File: config.mk
export PLATFORM = sky130hd
export DESIGN_NAME = tcs_tap_config_i2c_slave
export DESIGN_NICKNAME = d
export VERILOG_FILES = /design/src/tcs_pkg.sv /design/src/tcs_tap_config_i2c_slave.sv
export SDC_FILE = /design/constraint.sdc
export NUM_CORES = 1
export LEC_CHECK = 0
export BUFFER_PORTS_ARGS = -buffer_cell sky130_fd_sc_hd__buf_2
export CAP_MARGIN = 20
export CORE_UTILIZATION = 38
export CTS_BUF_LIST = sky130_fd_sc_hd__clkbuf_8
export DETAILED_ROUTE_END_ITERATION = 7
export HOLD_SLACK_MARGIN = 0.03
export PLACE_DENSITY = 0.67
export SLEW_MARGIN = 15
export SYNTH_ARGS = -nofsm -noshare
export SYNTH_HDL_FRONTEND = slang
export SYNTH_SLANG_ARGS = --single-unit
File: constraint.sdc
create_clock -name clk -period 2.65 [get_ports clk]
set_clock_uncertainty 0.2 [all_clocks]
set_input_delay 0 -clock clk [delete_from_list [all_inputs] [get_ports clk]]
set_output_delay 0 -clock clk [all_outputs]
set_load 0.01 [all_outputs]
File: src/tcs_pkg.sv
package tcs_pkg;
	localparam logic [6:0] SLAVE_ADDR_DEFAULT = 7'h4c;
	localparam logic [6:0] SLAVE_ADDR_MIN     = 7'h08;
	localparam logic [6:0] SLAVE_ADDR_MAX     = 7'h77;
	localparam logic [7:0] TAP_STATUS_OFFSET  = 8'h03;
	localparam logic [7:0] INT_SETUP_OFFSET   = 8'h06;
	localparam logic [7:0] TAP_AXIS_OFFSET    = 8'h09;
	localparam logic [7:0] TAP_DEBOUNCE_OFFSET = 8'h0a;
	localparam logic [7:0] REG_RESET          = 8'h00;
	localparam logic [7:0] PTR_RESET          = 8'h00;
	localparam int         Z_DIS_BIT          = 7;
	localparam int         Y_DIS_BIT          = 6;
	localparam int         X_DIS_BIT          = 5;
	localparam int         TAP_FLAG_BIT       = 5;
	localparam int         TAP_INT_EN_BIT     = 2;
	localparam logic [3:0] BIT_LAST           = 4'h7;
	localparam logic [3:0] BIT_ACK            = 4'h8;
	// nominal time per debounce test, in ns; 0.52 ms covers two tests
	localparam int         TEST_TIME_NS       = 260000;
	localparam int         CLK_PERIOD_NS      = 50;
	localparam int         TEST_CYCLES        = TEST_TIME_NS / CLK_PERIOD_NS;

	typedef enum logic [2:0] {
		ST_IDLE  = 3'b000,
		ST_ADDR  = 3'b001,
		ST_PTR   = 3'b010,
		ST_WDATA = 3'b011,
		ST_RDATA = 3'b100,
		ST_IGN   = 3'b101
	} tcs_state_type;

	typedef struct packed {
		logic       zDis;
		logic       yDis;
		logic       xDis;
		logic [4:0] threshold;
	} tcs_axis_type;

	typedef struct packed {
		logic [5:0] magnitude;
		logic [2:0] axisHit;
	} tcs_sample_type;
endpackage

File: src/tcs_tap_config_i2c_slave.sv
`timescale 1ns/100ps
// How it works
// RULE_01: bits 7..5 of axis register disable z, y, x tap detection when set.
// RULE_02: bits 4:0 give the tap threshold in counts.
// RULE_03: all axes enabled, 120 sps, auto-sleep on: tap restarts sleep counter. Code also requires tapIntEnable set.
// RULE_04: debounce value n needs n+1 equal consecutive test results.
// RULE_05: tap sets status flag; interrupt only when tap interrupt enable set.
// RULE_06: one test per fixed period, so response grows linearly with count.
// RULE_07: master starts transfers and clocks; device is only a slave.
// RULE_08: clock line input only; data line input and pull-low output.
// RULE_09: transfer is start, address, pointer, data bytes, stop.
// RULE_10: both lines idle high; device never pulls data low when idle.
// RULE_11: start is data falling with clock high, stop data rising.
// RULE_12: one bit per clock pulse; data stable while clock high.
// RULE_13: ninth clock carries acknowledge, receiver pulls data low.
// RULE_14: master acknowledges each byte it reads.
// RULE_15: eighth bit low means write, high means read.
// RULE_16: slave address is a parameter, default 1001100.
// RULE_17: device watches for start plus own address and acknowledges.
// RULE_18: both tap registers readable, writable, reset to zero.
// RULE_19: stop forces the register pointer to zero.
// RULE_20: repeated start keeps the register pointer.
// RULE_21: pointer advances after every data byte written or read.
// RULE_22: first write byte is the pointer, later bytes are data.
// RULE_23: address mismatch leaves data released until the next start.
// RULE_24: not-acknowledge from master ends read driving.
module tcs_tap_config_i2c_slave
	import tcs_pkg::*;
#(
	parameter logic [6:0] SLAVE_ADDR = SLAVE_ADDR_DEFAULT // [RULE_16]
) (
	input  wire logic           clk,
	input  wire logic           rst_n,
	input  wire logic           sclIn,
	input  wire logic           sdaIn,
	output logic                sdaOut,
	output logic                sdaOe,
	input  wire logic           sampleValid,
	input  wire tcs_sample_type sample,
	input  wire logic           rate120,
	input  wire logic           autoSleepEn,
	input  wire logic           tapIntEnable,
	input  wire logic           tapFlagClear,
	output logic                tapFlag,
	output logic                tapEvent,
	output logic                tapIrq,
	output logic                sleepCountReset,
	output logic [7:0]          tapAxisThreshold,
	output logic [7:0]          tapDebounceCount
);
	logic [1:0]    sclSync_q, sdaSync_q;
	logic          sclOld_q, sdaOld_q;
	tcs_state_type state_q, state_d;
	logic [3:0]    bitCnt_q;
	logic [7:0]    shift_q;
	logic [7:0]    ptr_q;
	logic          ackPhase_q;
	logic          ackReq_q;
	logic          nack_q;
	tcs_axis_type  axis_q;
	logic [7:0]    debounce_q;
	logic [15:0]   testTimer_q;
	logic [8:0]    agree_q;
	logic          tapFlag_q;
	logic          tapEvent_q, tapIrq_q, sleepRst_q;

	// only the second stage is read; first stage feeds it alone
	always_ff @(posedge clk) begin
		if (!rst_n) begin
			sclSync_q <= 2'b11;
			sdaSync_q <= 2'b11;
			sclOld_q  <= 1'b1;
			sdaOld_q  <= 1'b1;
		end else begin
			sclSync_q <= {sclSync_q[0], sclIn}; // [RULE_08] [RULE_07]
			sdaSync_q <= {sdaSync_q[0], sdaIn};
			sclOld_q  <= sclSync_q[1];
			sdaOld_q  <= sdaSync_q[1];
		end
	end

	wire scl      = sclSync_q[1];
	wire sda      = sdaSync_q[1];
	wire sclRise  = scl & ~sclOld_q; // [RULE_12]
	wire sclFall  = ~scl & sclOld_q;
	wire startCnd = scl & sclOld_q & sdaOld_q & ~sda; // [RULE_11]
	wire stopCnd  = scl & sclOld_q & ~sdaOld_q & sda; // [RULE_11]
	wire byteDone = sclRise & (bitCnt_q == BIT_LAST) & ~ackPhase_q;
	wire [7:0] rxByte = {shift_q[6:0], sda};
	wire addrHit  = (rxByte[7:1] == SLAVE_ADDR); // [RULE_17]
	wire ackDone  = sclFall & ackPhase_q;
	wire ackStart = sclFall & (bitCnt_q == BIT_ACK) & ~ackPhase_q;

	function automatic logic [7:0] readReg(input logic [7:0] a, input tcs_axis_type ax,
		input logic [7:0] db);
		case (a)
			TAP_AXIS_OFFSET:     readReg = ax;
			TAP_DEBOUNCE_OFFSET: readReg = db;
			default:             readReg = 8'h00;
		endcase
	endfunction

	wire [7:0] rdByte = readReg(ptr_q, axis_q, debounce_q); // [RULE_18]
	wire [7:0] rdNext = readReg(ptr_q + 8'h01, axis_q, debounce_q); // [RULE_21]
	wire ackWanted = (state_q == ST_ADDR && addrHit) || state_q == ST_PTR
		|| state_q == ST_WDATA;

	always_comb begin
		state_d = state_q;
		if (startCnd) begin
			state_d = ST_ADDR; // [RULE_17]
		end else if (stopCnd) begin
			state_d = ST_IDLE;
		end else if (byteDone) begin
			case (state_q)
				ST_ADDR:  state_d = addrHit ? (rxByte[0] ? ST_RDATA : ST_PTR) : ST_IGN; // [RULE_15] [RULE_23]
				ST_PTR:   state_d = ST_WDATA; // [RULE_22]
				default:  state_d = state_q;
			endcase
		end else if (ackDone && state_q == ST_RDATA && nack_q && !ackReq_q) begin
			state_d = ST_IGN; // [RULE_24]
		end
	end

	always_ff @(posedge clk) begin
		if (!rst_n) begin
			state_q <= ST_IDLE;
		end else begin
			state_q <= state_d;
		end
	end

	// bit counter and shifter; ack phase is the ninth clock
	always_ff @(posedge clk) begin
		if (!rst_n || startCnd || stopCnd) begin
			bitCnt_q   <= 4'h0;
			ackPhase_q <= 1'b0;
			shift_q    <= 8'h00;
		end else if (byteDone) begin
			bitCnt_q   <= BIT_ACK;
			shift_q    <= rxByte;
		end else if (ackStart) begin
			ackPhase_q <= 1'b1; // [RULE_13]
		end else if (ackDone) begin
			bitCnt_q   <= 4'h0;
			ackPhase_q <= 1'b0;
		end else if (sclRise && bitCnt_q < BIT_ACK) begin
			bitCnt_q   <= bitCnt_q + 4'h1;
			shift_q    <= rxByte;
		end
	end

	// master acknowledge sampled on the ninth rising edge of a read
	always_ff @(posedge clk) begin
		if (!rst_n) begin
			nack_q <= 1'b0;
		end else if (sclRise && ackPhase_q) begin
			nack_q <= sda; // [RULE_14]
		end
	end

	// pointer: kept on repeated start, cleared on stop
	always_ff @(posedge clk) begin
		if (!rst_n || stopCnd) begin // [RULE_20]
			ptr_q <= PTR_RESET; // [RULE_19]
		end else if (byteDone && state_q == ST_PTR) begin
			ptr_q <= rxByte; // [RULE_22]
		end else if (byteDone && state_q == ST_WDATA) begin
			ptr_q <= ptr_q + 8'h01; // [RULE_21]
		end else if (ackDone && state_q == ST_RDATA && !ackReq_q) begin
			ptr_q <= ptr_q + 8'h01; // [RULE_21]
		end
	end

	always_ff @(posedge clk) begin
		if (!rst_n) begin
			axis_q     <= REG_RESET; // [RULE_18]
			debounce_q <= REG_RESET;
		end else if (byteDone && state_q == ST_WDATA) begin
			if (ptr_q == TAP_AXIS_OFFSET) begin
				axis_q <= rxByte;
			end
			if (ptr_q == TAP_DEBOUNCE_OFFSET) begin
				debounce_q <= rxByte;
			end
		end
	end

	// ack decided at bit 8, pulled from the next fall through the ninth pulse
	always_ff @(posedge clk) begin
		if (!rst_n || startCnd || stopCnd) begin
			ackReq_q <= 1'b0;
		end else if (byteDone) begin
			ackReq_q <= ackWanted; // [RULE_13]
		end
	end
	// read bits move on clock low only; ones shifted in release the line
	logic [7:0] txShift_q;
	always_ff @(posedge clk) begin
		if (!rst_n || startCnd || stopCnd) begin
			txShift_q <= 8'hff;
		end else if (ackDone && state_q == ST_RDATA && !nack_q) begin
			txShift_q <= ackReq_q ? rdByte : rdNext; // [RULE_21]
		end else if (sclFall && !ackPhase_q && state_q == ST_RDATA) begin
			txShift_q <= {txShift_q[6:0], 1'b1}; // [RULE_12]
		end
	end
	// output pin: pull low only, never drive high
	logic sdaOe_q;
	wire  rdDrive  = (state_q == ST_RDATA) && !ackPhase_q && !txShift_q[7];
	wire  ackDrive = ackPhase_q && ackReq_q; // [RULE_13]
	always_ff @(posedge clk) begin
		if (!rst_n) begin
			sdaOe_q <= 1'b0;
		end else begin
			sdaOe_q <= (state_q != ST_IDLE) && (ackDrive || rdDrive); // [RULE_08] [RULE_10]
		end
	end
	assign sdaOut = 1'b0;
	assign sdaOe  = sdaOe_q;

	// tap debounce: one test per period keeps response linear in the count
	wire testTick = (testTimer_q == 16'(TEST_CYCLES - 1)); // [RULE_06]
	wire hitNow   = sampleValid && sample.magnitude > {1'b0, axis_q.threshold} // [RULE_02]
		&& ((sample.axisHit[2] && !axis_q.zDis) || (sample.axisHit[1] && !axis_q.yDis)
		|| (sample.axisHit[0] && !axis_q.xDis)); // [RULE_01]
	wire declare  = testTick && hitNow && (agree_q == {1'b0, debounce_q}); // [RULE_04]
	always_ff @(posedge clk) begin
		if (!rst_n) begin
			testTimer_q <= 16'h0000;
			agree_q     <= 9'h000;
		end else begin
			testTimer_q <= testTick ? 16'h0000 : testTimer_q + 16'h0001;
			// n earlier hits plus this one make n+1; saturate so a tap declares once
			if (testTick && hitNow && agree_q <= {1'b0, debounce_q}) begin
				agree_q <= agree_q + 9'h001; // [RULE_04]
			end else if (testTick && !hitNow) begin
				agree_q <= 9'h000;
			end
		end
	end

	// set beats clear when both land together
	always_ff @(posedge clk) begin
		if (!rst_n) begin
			tapFlag_q  <= 1'b0;
			tapEvent_q <= 1'b0;
			tapIrq_q   <= 1'b0;
			sleepRst_q <= 1'b0;
		end else begin
			tapFlag_q  <= declare | (tapFlag_q & ~tapFlagClear); // [RULE_05]
			tapEvent_q <= declare;
			tapIrq_q   <= declare & tapIntEnable; // [RULE_05]
			sleepRst_q <= declare & tapIntEnable & rate120 & autoSleepEn
				& ~axis_q.zDis & ~axis_q.yDis & ~axis_q.xDis; // [RULE_03]
		end
	end

	assign tapFlag          = tapFlag_q;
	assign tapEvent         = tapEvent_q;
	assign tapIrq           = tapIrq_q;
	assign sleepCountReset  = sleepRst_q;
	assign tapAxisThreshold = axis_q;
	assign tapDebounceCount = debounce_q;
endmodule // tcs_tap_config_i2c_slave

==> flow_summary.ini <==
[power_and_ir_drop]
leakagePower_uw = 0.001953
peakVddDrop_uv = 336.7
power_per_cell_area_nw_per_um2 = 463.2
power_uw = 2430

[grt]
track_usage = 0.1925
antenna_found_initial = 0
grt_pass1_vias = 3862
grt_max_degree = 24
overflow = 0
grt_pass1_wl_mm = 19.13

[yosys]
synth_compound_area_frac = 0.1814
synthesis.nets = 563
synth_edf_count = 0
synth_xor_area_frac = 0.03650
muxShareOfSynthArea = 0.04610
synth_flop_cell = dfxtp_1
synth_top_family_by_area = simple AND/OR/NAND/NOR gates
synth-simple-area-share = 0.2505
synth_fa_ha_area_frac = 0.05763
syn-instance-count = 524
ys_ff_latch = 85
yosys_warnings = 0
avgSynthCellArea_um2 = 8.701
synth_area_leader_cell = dfxtp_1
synthArstFlopShare = 0
ys_types = 64
netlist_area_um2 = 4559
synth.top_cell.area_share = 0.3732
synthTopCellsByArea = dfxtp_1, ha_1, mux2i_1
ys_seq_area_frac = 0.3732

[floorplanning]
die-area_um2 = 12440
start_util = 0.3942
die_w_um = 111.5
coreArea_um2 = 11560
die_h_um = 111.5
pin_count = 40
fp-row-count = 39

[cts]
clkTransAtPathRegs_ns = 0.09
cts_setup_buffers = 0
insertion_delay_ns = 0.37
cts_tree = yes
cts_buffer_depth = 2
htreeDepth = 3
cts.sinks = 85
cts_buffers = 9
clockRootBuffer = clkbuf_8

[critical_path]
r2r_setup_slack_ns = 0.24
cp_max_fo = 7
crit_required_ns = 2.76
end_kind = flop
criticalPathCategory = flop to flop
critPathSlowestCell = dfxtp_1
crit_chain = inv_1, ha_1, and4b_1, a311oi_1, and2_1, o211a_1, o2bb2ai_1
worstPathArrival_ns = 2.52
startpoint_type = flop
slowest_delay_ns = 0.45

[drt]
first_pass_iters = 8
ant_nets = 0
vias_per_cell = 5.654
wl_per_cell_um = 16.02
routed_wl_mm = 11.63
vias = 4105
drc = 5
first_iter_violations = 359

[layout]
fin_area_um2 = 5245
drive_gt1_frac = 0.1389
insertedDiodeCount = 0
area_growth_pct = 15.04
layoutNonFillerInstCount = 726
finalNetCount = 617

[timing]
setup_tns_ns = 0
fmax_mhz = 415.6
finalSetupViolations = 0
fin_crit_ns = 2.406
relSlewSlack = 0.6630
hold_violations = 0
tightest_slew_ns = 0.5054
period_share = 0.9081
rsz0062_at_grt = false
slew_viol_final = 0

[placed_design]
place_area_um2 = 4912
dpl.cell_count = 699
port_buffers = 38
dp.final_hpwl_mm = 8.501
place_congestion = 0.8505

[min_path]
min_path_type = input port to flop

[outcome]
violations = design-rule violations
status = finished, violations left

[run]
maxCapViolations = 0
==> power by group <==
group	total [uW]	switching, uW	internal, uW
clock	1030	497	535
sequential	1290	9.34	1290
combinational	103	55.5	47.6
==> final timing paths <==
| check | from | end | cells past startpoint |
|---|---|---|---|
| min | sample[4] | tapFlag | 5 |
| max | tapAxisThreshold[4] | agree_q[3] | 7 |
| max reg2reg | tapAxisThreshold[4] | agree_q[3] | 7 |
| min reg2reg | sclSync_q[0] | sclSync_q[1] | 1 |
==> Yosys cell counts (3+ instances only) <==
library cell	count
mux2i_1	21
nor3b_1	3
nand2_1	35
nor3_1	10
o221ai_1	6
nor2_1	43
nor4_1	5
dfxtp_1	85
buf_2	4
or3_1	4
and3_1	15
a32o_1	3
xnor2_1	12
nand2b_1	18
nand3_1	17
o21ai_1	5
ha_1	21
and2_1	3
a21oi_1	36
clkbuf_1	12
a221oi_1	7
a221o_1	6
or3b_1	3
inv_1	27
a22oi_1	11
o211ai_1	7
or2_2	3
xor2_1	7
nor2b_1	21
a22o_1	3
nand4_1	8
a21o_1	7
o21ai_0	13
==> logic make-up (layout without fill, tap and decap cells) <==
kind of cell	count (synthesis)	count (layout)
and+or+nand+nor	206	206
AOI/OAI and AO/OA	121	121
DFF	85	85
buffers and inverters	50	109
adders and majority gates	21	21
muxes	21	21
xor gates and xnor gates	19	19
other	1	1
==> layout by cell type, fill, tap and decap left out, types with 18 or more instances in the layout <==
master and count:
nor2b_1 21, a21oi_1 36, ha_1 21, mux2i_1 21
nor2_1 43, inv_1 27, nand2b_1 18, buf_2 38
dfxtp_1 85, nand2_1 35
==> state kept, by name, indices dropped and copies added (netlist names), 3 cells and up <==
name / flops
agree_q: 9
bitCnt_q: 4
ptr_q: 8
shift_q: 7
state_q: 3
tapAxisThreshold: 8
tapDebounceCount: 8
testTimer_q: 16
txShift_q: 8
==> timing repair <==
| action | 4_1_cts | 5_1_grt |
|---|---|---|
| gates resized for setup | 0 | 1 |
| setup endpoints to repair | 0 | 1 |
| hold buffers | 11 | 0 |
| endpoints found under the hold margin | 44 | 0 |
==> stage by stage <==
stage | worst slack [ns] | hold slack, ns | util
5_1_grt | 0.02644 | 0.1310 | 0.4535
4_1_cts | 0.2439 | 0.04314 | 0.4534
6_report | 0.2436 | 0.06143 | 0.4535
2_1_floorplan | 0.3915 | -0.1057 | -
3_3_place_gp | 0.2936 | -0.01749 | 0.4248
3_5_place_dp | 0.2730 | -0.01293 | 0.4248
==> metal layers <==
metal / up-vias / track usage / wire length (um)
li1: 2002 / - / -
met1: 1944 / 0.2485 / 5156
met2: 135 / 0.3083 / 5405
met3: 24 / 0.04736 / 813
met4: 0 / 0.07117 / 256
met5: - / 0.02745 / 0
==> cell type report <==
class,instances,area (um^2)
well taps,143,178.9
fillers,1097,6320
repair buffers,66,427.9
multi-input cells,389,2614
flip-flops and latches,85,1702
clock inverters,7,97.59
inverters,27,101.3
clock buffers,9,123.9
==> critical path, delay by kind of cell (launching register included) <==
| kind | cells | cell delay [ns] |
|---|---|---|
| AOI/OAI and AO/OA | 3 | 0.86 |
| adders and majority gates | 1 | 0.29 |
| and+or+nand+nor | 2 | 0.47 |
| DFF | 1 | 0.45 |
| buffers and inverters | 1 | 0.08 |
(Power assumes the default switching activity.)
